--- src/pkg/sfb_pkg.sv ---
// Package: types and constants for the shift, flag and branch unit
//==============================================================
// Operation
// - Right shift moves upper bits down, zero fill
// - Flagged right shift: carry gets bit n-1
// - Shift of 32+ gives zero; 33+ clears carry
// - Left shift moves lower bits up, zero fill
// - Flagged left shift carry bit 32-n; #0 keeps
// - Rotate right wraps low bits to top
// - Flagged rotate: carry gets bit n-1
// - Rotate by 32 returns source, carry bit 31
// - Rotate above 32 equals rotate by n-32
// - Word/halfword need natural alignment; bytes always
// - Misaligned access raises alignment fault instead
// - Relative PC is instruction address plus four
// - Flags not updated keep previous value
// - Flagged op sets N Z C from result; V only from add/subtract
// - Carry from add, no-borrow subtract, or shift
// - Overflow when bit 31 sign is wrong
// - Compares set flags, result never written
// - Branch taken only when flags meet condition
// - Fifteen condition codes, always is default
// - Relative address adds offset, flags untouched
// - Zero shift length: value and carry unchanged
//==============================================================
`default_nettype none

package sfb_pkg;

    //==========================================================
    // Widths and constants
    localparam int unsigned SFB_XLEN = 32;
    localparam int unsigned SFB_AMT_W = 8;
    localparam logic [31:0] SFB_PC_AHEAD = 32'h0000_0004;
    localparam logic [31:0] SFB_RESULT_RST = 32'h0000_0000;
    localparam logic [31:0] SFB_TARGET_RST = 32'h0000_0000;
    localparam logic [7:0] SFB_SHIFT_FULL = 8'h20;

    //==========================================================
    // Operations, one-hot
    typedef enum logic [7:0] {
        SFB_OP_SHR = 8'h01,
        SFB_OP_SHL = 8'h02,
        SFB_OP_ROTR = 8'h04,
        SFB_OP_ADD = 8'h08,
        SFB_OP_SUB = 8'h10,
        SFB_OP_CSUB = 8'h20,
        SFB_OP_CADD = 8'h40,
        SFB_OP_ADR = 8'h80
    } sfb_op_e;

    // Shifter kind, one-hot
    typedef enum logic [2:0] {
        SFB_SH_SHR = 3'h1,
        SFB_SH_SHL = 3'h2,
        SFB_SH_ROTR = 3'h4
    } sfb_shift_e;

    //==========================================================
    // Condition codes
    typedef enum logic [3:0] {
        SFB_CC_EQ = 4'h0,
        SFB_CC_NE = 4'h1,
        SFB_CC_CS = 4'h2,
        SFB_CC_CC = 4'h3,
        SFB_CC_MI = 4'h4,
        SFB_CC_PL = 4'h5,
        SFB_CC_VS = 4'h6,
        SFB_CC_VC = 4'h7,
        SFB_CC_HI = 4'h8,
        SFB_CC_LS = 4'h9,
        SFB_CC_GE = 4'hA,
        SFB_CC_LT = 4'hB,
        SFB_CC_GT = 4'hC,
        SFB_CC_LE = 4'hD,
        SFB_CC_AL = 4'hE
    } sfb_cond_e;

    // Access size
    typedef enum logic [1:0] {
        SFB_SZ_BYTE = 2'h0,
        SFB_SZ_HALF = 2'h1,
        SFB_SZ_WORD = 2'h2,
        SFB_SZ_MULTI = 2'h3
    } sfb_size_e;

    //==========================================================
    // Carriers
    typedef struct packed {
        logic n;
        logic z;
        logic c;
        logic v;
    } sfb_flags_s;

    localparam sfb_flags_s SFB_FLAGS_RST = '{1'b0, 1'b0, 1'b0, 1'b0};

    typedef struct packed {
        sfb_op_e op;
        logic set_flags;
        logic [31:0] src_a;
        logic [31:0] src_b;
        logic [7:0] amount;
    } sfb_op_req_s;

    typedef struct packed {
        sfb_cond_e cond;
        logic [31:0] offset;
    } sfb_branch_req_s;

    typedef struct packed {
        sfb_size_e size;
        logic write;
        logic [31:0] addr;
    } sfb_access_s;

endpackage

`default_nettype wire

--- src/core/sfb_unit.sv ---
// Shift, flag, branch condition, alignment and PC-relative unit
`default_nettype none

module sfb_unit
    import sfb_pkg::*;
(
    // Clock and reset
    input wire logic ref_clk_i,
    input wire logic arst_n_i,
    // Operation request
    input wire logic op_valid_i,
    input wire sfb_pkg::sfb_op_req_s op_req_i,
    input wire logic [31:0] pc_i,
    // Operation result
    output logic [31:0] result_o,
    output logic result_wr_o,
    output sfb_pkg::sfb_flags_s flags_o,
    // Flag restore
    input wire logic flags_wr_i,
    input wire sfb_pkg::sfb_flags_s flags_wdata_i,
    // Branch
    input wire logic branch_valid_i,
    input wire sfb_pkg::sfb_branch_req_s branch_req_i,
    output logic branch_taken_o,
    output logic [31:0] branch_target_o,
    // Data access check
    input wire logic acc_valid_i,
    input wire sfb_pkg::sfb_access_s acc_i,
    output logic acc_req_o,
    output logic align_fault_o
);

    import sfb_pkg::*;

    //==========================================================
    // Declarations
    sfb_flags_s flags_q;
    sfb_flags_s flags_d;
    logic [31:0] result_q;
    logic [31:0] result_d;
    logic result_wr_q;
    logic result_wr_d;
    logic branch_taken_q;
    logic [31:0] branch_target_q;
    logic cond_met;
    logic misaligned;
    logic [31:0] pc_rel;
    logic [31:0] addend;
    logic [32:0] sum;
    logic sub_like;
    logic [31:0] sh_res;
    logic sh_carry;
    logic sh_carry_upd;
    sfb_shift_e sh_kind;
    logic [7:0] sh_amt;

    //==========================================================
    // Shifter
    always_comb begin
        case (op_req_i.op)
            SFB_OP_SHL: sh_kind = SFB_SH_SHL;
            SFB_OP_ROTR: sh_kind = SFB_SH_ROTR;
            default: sh_kind = SFB_SH_SHR;
        endcase
    end

    // Only the low byte of a length register counts
    assign sh_amt = op_req_i.amount;

    sfb_shifter u_shifter (
        .src_i(op_req_i.src_a),
        .amount_i(sh_amt),
        .kind_i(sh_kind),
        .res_o(sh_res),
        .carry_o(sh_carry),
        .carry_upd_o(sh_carry_upd)
    );

    //==========================================================
    // Adder
    // Subtract is add of the inverted operand plus one
    assign sub_like = (op_req_i.op == SFB_OP_SUB) ||
                      (op_req_i.op == SFB_OP_CSUB);
    assign addend = sub_like ? ~op_req_i.src_b : op_req_i.src_b;
    assign sum = {1'b0, op_req_i.src_a} + {1'b0, addend} +
                 {32'h0000_0000, sub_like};

    //==========================================================
    // PC-relative address
    // Shared by the address op and the branch target
    assign pc_rel = pc_i + SFB_PC_AHEAD;

    //==========================================================
    // Next result and flags
    always_comb begin
        result_d = result_q;
        result_wr_d = 1'b0;
        flags_d = flags_q;
        if (op_valid_i) begin
            case (op_req_i.op)
                SFB_OP_SHR,
                SFB_OP_SHL,
                SFB_OP_ROTR: begin
                    result_d = sh_res;
                    result_wr_d = 1'b1;
                    if (op_req_i.set_flags) begin
                        flags_d.n = sh_res[31];
                        flags_d.z = (sh_res == 32'h0000_0000);
                        // Zero length keeps carry; V never touched
                        if (sh_carry_upd) begin
                            flags_d.c = sh_carry;
                        end
                    end
                end
                SFB_OP_ADD,
                SFB_OP_SUB: begin
                    result_d = sum[31:0];
                    result_wr_d = 1'b1;
                    if (op_req_i.set_flags) begin
                        flags_d.n = sum[31];
                        flags_d.z = (sum[31:0] == 32'h0000_0000);
                        flags_d.c = sum[32];
                        flags_d.v = (op_req_i.src_a[31] == addend[31]) &&
                                    (sum[31] != op_req_i.src_a[31]);
                    end
                end
                SFB_OP_CSUB,
                SFB_OP_CADD: begin
                    // Flags as for add or subtract, result dropped
                    flags_d.n = sum[31];
                    flags_d.z = (sum[31:0] == 32'h0000_0000);
                    flags_d.c = sum[32];
                    flags_d.v = (op_req_i.src_a[31] == addend[31]) &&
                                (sum[31] != op_req_i.src_a[31]);
                end
                SFB_OP_ADR: begin
                    // Flags stay as they were
                    result_d = pc_rel + op_req_i.src_b;
                    result_wr_d = 1'b1;
                end
                default: begin
                    result_d = result_q;
                    result_wr_d = 1'b0;
                end
            endcase
        end
        // A software restore wins only when no op is valid this cycle
        if (flags_wr_i && !op_valid_i) begin
            flags_d = flags_wdata_i;
        end
    end

    //==========================================================
    // Flag register
    always_ff @(posedge ref_clk_i or negedge arst_n_i) begin
        if (!arst_n_i) begin
            flags_q <= SFB_FLAGS_RST;
        end else begin
            flags_q <= flags_d;
        end
    end

    //==========================================================
    // Result register
    always_ff @(posedge ref_clk_i or negedge arst_n_i) begin
        if (!arst_n_i) begin
            result_q <= SFB_RESULT_RST;
            result_wr_q <= 1'b0;
        end else begin
            result_q <= result_d;
            result_wr_q <= result_wr_d;
        end
    end

    assign result_o = result_q;
    assign result_wr_o = result_wr_q;
    assign flags_o = flags_q;

    //==========================================================
    // Condition evaluation
    // Uses stored flags, so any earlier flag setter counts
    always_comb begin
        case (branch_req_i.cond)
            SFB_CC_EQ: cond_met = flags_q.z;
            SFB_CC_NE: cond_met = !flags_q.z;
            SFB_CC_CS: cond_met = flags_q.c;
            SFB_CC_CC: cond_met = !flags_q.c;
            SFB_CC_MI: cond_met = flags_q.n;
            SFB_CC_PL: cond_met = !flags_q.n;
            SFB_CC_VS: cond_met = flags_q.v;
            SFB_CC_VC: cond_met = !flags_q.v;
            SFB_CC_HI: cond_met = flags_q.c && !flags_q.z;
            SFB_CC_LS: cond_met = !flags_q.c || flags_q.z;
            SFB_CC_GE: cond_met = (flags_q.n == flags_q.v);
            SFB_CC_LT: cond_met = (flags_q.n != flags_q.v);
            SFB_CC_GT: cond_met = !flags_q.z &&
                                  (flags_q.n == flags_q.v);
            SFB_CC_LE: cond_met = flags_q.z ||
                                  (flags_q.n != flags_q.v);
            default: cond_met = 1'b1;
        endcase
    end

    //==========================================================
    // Branch decision
    always_ff @(posedge ref_clk_i or negedge arst_n_i) begin
        if (!arst_n_i) begin
            branch_taken_q <= 1'b0;
            branch_target_q <= SFB_TARGET_RST;
        end else begin
            branch_taken_q <= branch_valid_i && cond_met;
            // Target only moves on a taken branch
            if (branch_valid_i && cond_met) begin
                branch_target_q <= pc_rel + branch_req_i.offset;
            end
        end
    end

    assign branch_taken_o = branch_taken_q;
    assign branch_target_o = branch_target_q;

    //==========================================================
    // Alignment check
    always_comb begin
        case (acc_i.size)
            SFB_SZ_BYTE: misaligned = 1'b0;
            SFB_SZ_HALF: misaligned = acc_i.addr[0];
            SFB_SZ_WORD,
            SFB_SZ_MULTI: misaligned = |acc_i.addr[1:0];
            default: misaligned = 1'b1;
        endcase
    end

    // Combinational so the transfer never starts; no state moves
    assign align_fault_o = acc_valid_i && misaligned;
    assign acc_req_o = acc_valid_i && !misaligned;

endmodule

`default_nettype wire

--- src/core/sfb_shifter.sv ---
// Barrel shifter with carry-out for right, left and rotate
`default_nettype none

module sfb_shifter
    import sfb_pkg::*;
(
    // Operand
    input wire logic [31:0] src_i,
    input wire logic [7:0] amount_i,
    input wire sfb_pkg::sfb_shift_e kind_i,
    // Result
    output logic [31:0] res_o,
    output logic carry_o,
    output logic carry_upd_o
);

    logic [32:0] rsh;
    logic [32:0] lsh;
    logic [63:0] rot;
    logic [4:0] rot_amt;

    //==========================================================
    // Datapaths
    // Extra bit beside the word catches the last bit shifted out
    assign rsh = {src_i, 1'b0} >> amount_i;
    assign lsh = {1'b0, src_i} << amount_i;
    // Only the low five bits matter: n above 32 acts as n-32
    assign rot_amt = amount_i[4:0];
    assign rot = {src_i, src_i} >> rot_amt;

    //==========================================================
    // Select
    always_comb begin
        res_o = src_i;
        carry_o = 1'b0;
        carry_upd_o = (amount_i != 8'h00);
        case (kind_i)
            SFB_SH_SHR: begin
                res_o = rsh[32:1];
                carry_o = rsh[0];
            end
            SFB_SH_SHL: begin
                res_o = lsh[31:0];
                carry_o = lsh[32];
            end
            SFB_SH_ROTR: begin
                // Zero rotate of a nonzero length is the 32 case
                res_o = rot[31:0];
                carry_o = rot[31];
            end
            default: begin
                res_o = src_i;
                carry_upd_o = 1'b0;
            end
        endcase
        if (amount_i == 8'h00) begin
            res_o = src_i;
        end
    end

endmodule

`default_nettype wire

--- config.mk ---
export PLATFORM = sky130hd
export DESIGN_NAME = sfb_unit
export DESIGN_NICKNAME = d
export VERILOG_FILES = /design/src/pkg/sfb_pkg.sv /design/src/core/sfb_unit.sv /design/src/core/sfb_shifter.sv
export SDC_FILE = /design/constraint.sdc
export NUM_CORES = 1
export LEC_CHECK = 0
export BUFFER_PORTS_ARGS = -buffer_cell sky130_fd_sc_hd__buf_2
export CAP_MARGIN = 20
export CORE_ASPECT_RATIO = 1.5
export CORE_MARGIN = 1
export CORE_UTILIZATION = 60
export DETAILED_ROUTE_END_ITERATION = 12
export PLACE_DENSITY = 0.93
export SYNTH_ARGS = -nofsm -noshare
export SYNTH_HDL_FRONTEND = slang
export SYNTH_SLANG_ARGS = --single-unit
--- constraint.sdc ---
create_clock -name ref_clk_i -period 5.5 [get_ports ref_clk_i]
set_input_delay 0.55 -clock ref_clk_i [delete_from_list [all_inputs] [get_ports ref_clk_i]]
set_output_delay 0.55 -clock ref_clk_i [all_outputs]
set_load 0.005 [all_outputs]
==> impl.org, run 1 <==
** Routing
- Summed over all layers, the routed wires come to 63,200 microns.
- Final routed DRC violation total :: 0
- Routed length per instance :: 28.0 microns
- In this run the remaining antenna-violating nets after routing total 0.
- Number of detailed-route iterations in the first pass :: 6
- For this block, the initial DRC count from the detailed router was 2,146.
- Dividing the detail-routed via count by the number of cells gives 7.42.
- Via count :: 16,700

** Synthesis
- Counting instances in the post-synthesis netlist gives the leading cell types as sky130_fd_sc_hd__nand2_1 (179), sky130_fd_sc_hd__nor2_1 (173), sky130_fd_sc_hd__a21oi_1 (128), sky130_fd_sc_hd__o21ai_0 (123), sky130_fd_sc_hd__ha_1 (98).
- Ranked by total cell area, the synthesized netlist is headed by sky130_fd_sc_hd__mux4_2 (13%), sky130_fd_sc_hd__dfrtp_1 (13%), sky130_fd_sc_hd__ha_1 (8.9%), sky130_fd_sc_hd__xnor2_1 (5.8%), sky130_fd_sc_hd__nand2_1 (4.9%).
- Counting every instance in the synthesized netlist gives 1,758.
- Main synth FF type :: sky130_fd_sc_hd__dfrtp_1
- When the netlist entered floorplanning its net count stood at 2,053.
- Flip-flop and latch count after synthesis :: 70
- Counting distinct cell types in the post-synthesis netlist gives 83.
- The cell area that synthesis handed to floorplanning was 13,800 sq um.
- Counting flops with a built-in enable in the synthesized netlist gives 0.
- Post-synth ARST share :: 1.00
- During synthesis, Yosys emitted a total of 0 warnings.
- The largest total area in the synthesized netlist belongs to sky130_fd_sc_hd__mux4_2.
- Part of the Yosys area used for sequential elements :: 0.126
- The share of synthesized area in the top cell type comes to 0.133.
- After synthesis, the mean cell area works out to 7.88 sq um.
- sky130_fd_sc_hd__nand2_1 is the most common cell in the netlist.

** Layout
- Final core utilization :: 0.707
- In the final layout, the share of cells above drive strength 1 is 0.232.
- Final std cell area, no fill :: 15,900 sq um
- Count of nets after finishing :: 2,268
- From synthesis to final layout, the design area changed by 14.6%.

** Timing
- Max Clk Rate :: 0.189 GHz
- Final critical-path share of the clock period :: 0.960
- Max_slew headroom :: 0.126
- For the pin with the worst max-slew slack, the measured transition is 1.30 ns.
- Final hold violation count :: 0
- The max-slew violation count was 0.
- In the post-route analysis, the smallest setup slack over all paths is 0.223 ns.
- Setup violations remaining at the end of the flow were counted as 0.
- Setup repair after global routing left no endpoint under its margin.
- Clock skew on the completed layout was measured at 0.00561 ns.
- The routed design could run at a clock period as short as 5.28 ns.
- Total negative slack :: 0 ns

** Global route
- The first global-routing pass estimated 96,700 microns of wire.
- Met1 layer usage reported by global route :: 0.542
- Gr usage total :: 0.545
- Met3 track utilization from global routing :: 0.216
- Entering global routing, the biggest net connects 71 pins.
- The layer flagged by global routing as most heavily used is met2.
- The via count of the first global-routing pass came to 16,700.
- Global routing met2 resource utilization :: 0.855
- For this run the aggregate overflow at the end of global routing stands at 0.
- The initial antenna violation count was 4.

** Placement
- IO buf count :: 234
- Placed wire-length estimate after detailed placement :: 46,800 microns
- Worst-case setup slack after placement :: 0.183 ns
- GP Congestion :: 1.11
- Once placement finished, the instance area stood at 15,600 sq um.

** Floorplan
- Width of the chip :: 126 microns
- The initial utilization of the core area, before any placement, comes to 0.616.
- The die covers 23,700 sq um.
- The region available for standard cell placement spans 22,500 sq um.
- 266 I/O pins were placed.
- The die is 188 microns tall.
- Floorplan row count :: 67

** Pwr
- Total chip power :: 3.00 mW
- The internal portion of the total power is 1.69 mW.
- Relative contribution of the clock network to total power :: 0.209
- Of the total power, registers draw 0.233.
- Combinational group share of total power :: 0.559
- Net switching power :: 1.32 mW
- The analysis attributes to cell leakage a power of 6.99 nW.
- Net switching share of the total power :: 0.438
- The worst-case IR drop observed on VDD is 261 uV.
- Power density of the placed cells :: 189 nW/um^2

** Clocking
- Count of buffers added by post-CTS timing repair for setup :: 0
- CTS-repair resized insts :: 0
- Clock tree root driver cell :: sky130_fd_sc_hd__clkbuf_16
- CTS tree :: yes
- Counting along the longest clock path gives a buffer depth of 2.
- CTS clock-pin slew for the worst setup and hold paths :: 0.06 ns
- Clock buffer count from CTS :: 9
- Number of clock sinks seen by CTS :: 70
- Hold buffers post-CTS :: 0
- For the worst-skew pair, the clock arrives at the later sink with an insertion delay of 0.37 ns.
- The clock tree synthesis step divided the H-tree into 3 levels.

** Outcome
- Result of the run :: finished, final reports clean

** Worst setup path
- Largest fanout on the critical path :: 14
- Worst path required time :: 5.78 ns
- The worst setup path is captured at a flip-flop.
- Critical Path Slowest Stage Cell :: sky130_fd_sc_hd__or3_2
- The setup path with the least slack is of type in2reg.
- The signal on the critical path passes through buf_2, or4_1, or3_2, buf_4, xnor2_1, ha_1, a21oi_1, o22ai_1, nor4_1, nand4_1, a2111oi_0, buf_4, nand4_1, nor4_1, buf_4, nand4_1, o31ai_2.
- The worst register-to-register path has a depth of 10.
- Slowest cell delay on critical path :: 0.69 ns
- Kind of start point of the critical path :: input pin
- STA puts the critical path data arrival time at 5.55 ns.

** Min path
- Type of the worst min-delay path :: in2async

** Flow run
- # Max-Cap Violations :: 0
layer usage:
layer	up-vias	part of all wire
li1	7146	-
met1	7747	0.31
met2	1337	0.45
met3	510	0.13
met4	6	0.12
met5	-	0.00059
sequential cells by signal (all words and copies together), names as in the netlist:
name	cells
branch_target_o	32
result_o	32
flags_o	4
branch_taken_o	1
result_wr_o	1
through the flow:
stage,hold WS [ns],std cells
finish,0.336,2257
global route,0.402,2255
CTS,0.380,2253
detailed placement,0.462,2237
global placement,0.450,2237
floorplan,0.254,1758
power by group through the flow:
stage	registers [mW]	clock network, mW	logic, mW
floorplan	0.700	0	1.01
global placement	0.696	0	1.56
detailed placement	0.701	0	1.60
CTS	0.694	0.625	1.62
global route	0.705	0.647	1.79
finish	0.699	0.627	1.68
cell type report:
| cell class | count | area (sq um) |
|---|---|---|
| clock inverter | 5 | 57.6 |
| sequential | 70 | 1750 |
| clock buffer | 11 | 243 |
| antenna | 3 | 7.51 |
| fill | 1770 | 6590 |
| multi-input combinational | 1546 | 11600 |
| timing repair buffer | 306 | 1740 |
| inverter | 40 | 150 |
| tap | 276 | 345 |
final timing paths:
path | endpoint | slack [ns] | from
setup / recovery | flags_o[2] | 0.22 | op_req_i[74]
hold / removal | result_wr_o | 0.34 | arst_n_i
setup reg to reg | branch_target_o[31] | 2.52 | flags_o[0]
hold reg to reg | branch_target_o[1] | 0.47 | branch_target_o[1]
max in group asynchronous | branch_target_o[4] | 4.47 | arst_n_i
min in group ref_clk_i | branch_target_o[1] | 0.47 | branch_target_o[1]
kinds of logic (layout without fill, tap and decap cells):
family / after synthesis / after routing / share of synthesized area
XOR/XNOR: 140 / 140 / 0.0885
flip-flops: 70 / 70 / 0.126
adder cells (fa/ha/maj): 101 / 101 / 0.0929
AO/OA/AOI/OAI: 549 / 549 / 0.262
buffers and inverters: 142 / 362 / 0.0401
other: 0 / 3 / 0
multiplexers: 144 / 144 / 0.180
AND/OR/NAND/NOR: 612 / 612 / 0.210
cell usage in the layout, fill, tap and decap left out, drive strengths merged, types with 11 or more instances in the layout:
cell type  instances
or3               13
nand2            179
xor2              48
nor2             173
and2              21
mux2              22
o22ai             23
a21oi            128
or4               11
nor3              46
a21o              49
a211o             12
nor4              18
nand3             51
o31ai             17
nor2b             13
clkbuf            11
inv               39
xnor2             92
dfrtp             70
a221oi            13
ha                98
a211oi            41
nand4             21
and3              22
buf              306
a31oi             17
a22oi             11
mux2i             40
o21ai            125
mux4              82
worst max-delay path, delay by kind of cell:
kind                       cells  cell delay, ns
and+or+nand+nor                7            2.31
AOI/OAI and AO/OA              4            1.44
buffers and inverters          4            0.74
adders and majority gates      1            0.29
xor gates and xnor gates       1            0.22
Note: power is estimated with default switching activity, not from simulation.
==> run 2, diff against run 1 <==
- CELL_PAD_IN_SITES_DETAIL_PLACEMENT: not set -> 0
- CELL_PAD_IN_SITES_GLOBAL_PLACEMENT: not set -> 1
- CORE_UTILIZATION: 60 -> 46
- PLACE_DENSITY: 0.93 -> 0.95
==> impl.org, run 2 (synthesized netlist as in run 1, its figures left out) <==
** Timing
- Unrepaired setup endpoints after global routing: no (unchanged).
- Max Clk Rate :: 0.197 GHz (was 0.189 GHz)
- Tmin final :: 5.09 ns (was 5.28 ns)
- Max_slew headroom :: 0.285 (was 0.126)
- Post-route clock skew :: 0.00577 ns (was 0.00561 ns)
- Final setup vio count :: 0 (unchanged)
- Final hold violation count :: 0 (unchanged)
- The max-slew violation count is 0 (unchanged).
- The worst hold margin came to 0.284 ns (was 0.336 ns).
- Worst-Margin Slew :: 1.06 ns (was 1.30 ns)
- The final sum of negative setup slack is 0 ns (unchanged).
- Final critical-path share of the clock period :: 0.925 (was 0.960)

** Worst setup path
- The kind of launch point of the worst setup path is an input pin (unchanged).
- Counting stages on the worst path, the most repeated cell is sky130_fd_sc_hd__buf_4.
- The arrival time of the worst setup path was 5.35 ns (was 5.55 ns).
- Slowest cell delay on critical path :: 0.70 ns (was 0.69 ns)
- Cells along the critical path :: buf_2, or4_1, or3_2, buf_4, xnor2_1, ha_1, buf_4, nand2_1, or4_1, o211ai_1, a31oi_1, o211ai_1, a221oi_1, buf_4, xnor2_1, a221o_1, a31o_1 (was buf_2, or4_1, or3_2, buf_4, xnor2_1, ha_1, a21oi_1, o22ai_1, nor4_1, nand4_1, a2111oi_0, buf_4, nand4_1, nor4_1, buf_4, nand4_1, o31ai_2)
- The maximum fanout along the worst path came to 7 (was 14).
- The cell depth of the worst flop-to-flop path was 11 (was 10).
- Worst path required time :: 5.76 ns (was 5.78 ns)
- Worst setup path startpoint :: op_req_i[74] (unchanged)
- Reg-to-reg setup timing slack :: 2.21 ns (was 2.52 ns)
- The element type at the critical path end was a flip-flop (unchanged).
- Worst R2R Start :: flags_o[0] (unchanged)
- The critical setup path kind was in2reg (unchanged).
- The cell with the largest stage delay on the worst path is sky130_fd_sc_hd__or3_2 (unchanged).
- End of the worst register-to-register path :: branch_target_o[23] (was branch_target_o[31])

** Global route
- The overall global routing resource usage came to 0.443 (was 0.545).
- First-pass GRT wire length :: 99,300 microns (was 96,700 microns)
- Global routing met2 resource utilization :: 0.716 (was 0.855)
- Leftover overflow at the end of global routing :: 0 (unchanged)
- Met3 track utilization from global routing :: 0.139 (was 0.216)
- The busiest layer in global routing is met2 (unchanged).
- Number of antenna violations at the first check in global routing :: 6 (was 4)
- Met1 layer usage reported by global route :: 0.458 (was 0.542)
- Largest net degree at the start of global routing :: 71 (unchanged)
- Via count of the first global-routing pass :: 16,300 (was 16,700)

** Routing
- Number of detailed-route iterations in the first pass :: 6 (unchanged)
- Routed WL :: 66,300 microns (was 63,200 microns)
- The routed via count is 16,200 (was 16,700).
- Final routed DRC violation total :: 0 (unchanged)
- Post-DRT Antenna Nets :: 0 (unchanged)
- Via-per-instance ratio :: 6.76 (was 7.42)
- Routed length per instance :: 27.6 microns (was 28.0 microns)
- Iteration-0 DRC Markers :: 1,360 (was 2,146)

** Floorplan
- The number of top-level pins is 266 (unchanged).
- Width of the chip :: 144 microns (was 126 microns)
- The area of the core was 29,600 sq um (was 22,500 sq um).
- The die height is 215 microns (was 188 microns).
- Effective utilization at floorplan :: 0.468 (was 0.616)
- Floorplan row count :: 77 (was 67)
- Die Outline Area :: 30,800 sq um (was 23,700 sq um)

** Clocking
- The number of cells upsized or downsized after cts is 0 (unchanged).
- The number of buffers on the longest clock path was 2 (unchanged).
- The sink count of the clock tree came to 70 (unchanged).
- Hold buffers post-CTS :: 0 (unchanged)
- The cell at the root of the clock tree is sky130_fd_sc_hd__clkbuf_16 (unchanged).
- The number of H-tree levels came to 3 (unchanged).
- Count of buffers added by post-CTS timing repair for setup :: 0 (unchanged)
- Clock buffer count from CTS :: 9 (unchanged)
- The CTS tree is yes (unchanged).
- The worst-skew pair later-pin latency came to 0.37 ns (about the same).
- CTS clock-pin slew for the worst setup and hold paths :: 0.07 ns (was 0.06 ns)

** Layout
- Fraction of layout cells with a size suffix above 1 :: 0.241 (was 0.232)
- The utilization after layout was 0.549 (was 0.707).
- The leading cell type in the layout, fill and taps excluded is sky130_fd_sc_hd__buf_2 (unchanged).
- The final design area excluding fillers is 16,200 sq um (was 15,900 sq um).
- Post-synthesis to final-layout area growth :: 17.2% (was 14.6%)
- Count of nets after finishing :: 2,289 (was 2,268)
- Highest-count cells in the layout ignoring fill and taps: sky130_fd_sc_hd__buf_2 (233), sky130_fd_sc_hd__nand2_1 (178), sky130_fd_sc_hd__nor2_1 (173) (was sky130_fd_sc_hd__buf_2 (232), sky130_fd_sc_hd__nand2_1 (178), sky130_fd_sc_hd__nor2_1 (173)).

** Pwr
- Reported leakage power :: 7.10 nW (was 6.99 nW)
- The largest voltage drop on the vdd net came to 222 uV (was 261 uV).
- The total design power was 3.07 mW (was 3.00 mW).
- Power density of the placed cells :: 189 nW/um^2 (about the same)

** Flow run
- # Max-Cap Violations :: 0 (unchanged)

** Min path
- Type of the worst min-delay path :: in2async (unchanged)

** Placement
- GP Congestion :: 1.09 (was 1.11)
- The number of port buffers came to 234 (unchanged).
- Placed wire-length estimate after detailed placement :: 51,100 microns (was 46,800 microns)
- The post-placement cell area came to 15,800 sq um (was 15,600 sq um).

** Outcome
- Result of the run: finished, final reports clean (unchanged).
-- run 2: worst max-delay path by stage --
stage                   end  depth (start not counted)
6_report       result_o[31]                         17
5_1_grt          flags_o[2]                         17
4_1_cts        result_o[31]                         17
3_5_place_dp   result_o[31]                         17
3_3_place_gp   result_o[31]                         17
2_1_floorplan    flags_o[2]                         18
-- run 2: metrics by stage --
step,worst slack [ns],cells
2_1_floorplan,0.372,1758
3_3_place_gp,0.134,2374
3_5_place_dp,0.103,2374
4_1_cts,0.464,2390
5_1_grt,0.196,2397
6_report,0.411,2399
-- run 2: per-layer routing --
layer  vias to the layer above  wire length [microns]
li1                       7205                      -
met3                       346                   6240
met5                         -                     30
met1                      7711                  22100
met2                       940                  31400
met4                         4                   6550
-- run 2: power breakdown --
part / switching (mW) / internal (mW) / leakage [nW] / total (mW)
registers: 0.0744 / 0.625 / 0.896 / 0.699
clock network: 0.274 / 0.404 / 0.159 / 0.678
logic: 0.983 / 0.708 / 6.04 / 1.69
total: 1.33 / 1.74 / 7.10 / 3.07
-- run 2: final cells by class --
| cell class | count | area [sq um] |
|---|---|---|
| Inverter | 40 | 150 |
| Fill cell | 2919 | 13300 |
| Timing Repair Buffer | 327 | 1920 |
| Multi-Input combinational cell | 1546 | 11600 |
| Sequential cell | 70 | 1750 |
| Clock inverter | 7 | 105 |
| Antenna cell | 5 | 12.5 |
| Tap cell | 395 | 494 |
| Clock buffer | 9 | 225 |
-- run 2: worst max-delay path: cells and delay by family --
family / cells / cell delay [ns]
AOI/OAI and AO/OA: 6 / 1.62
xor gates and xnor gates: 2 / 0.30
adders and majority gates: 1 / 0.30
buffers and inverters: 4 / 0.66
and+or+nand+nor: 4 / 1.91
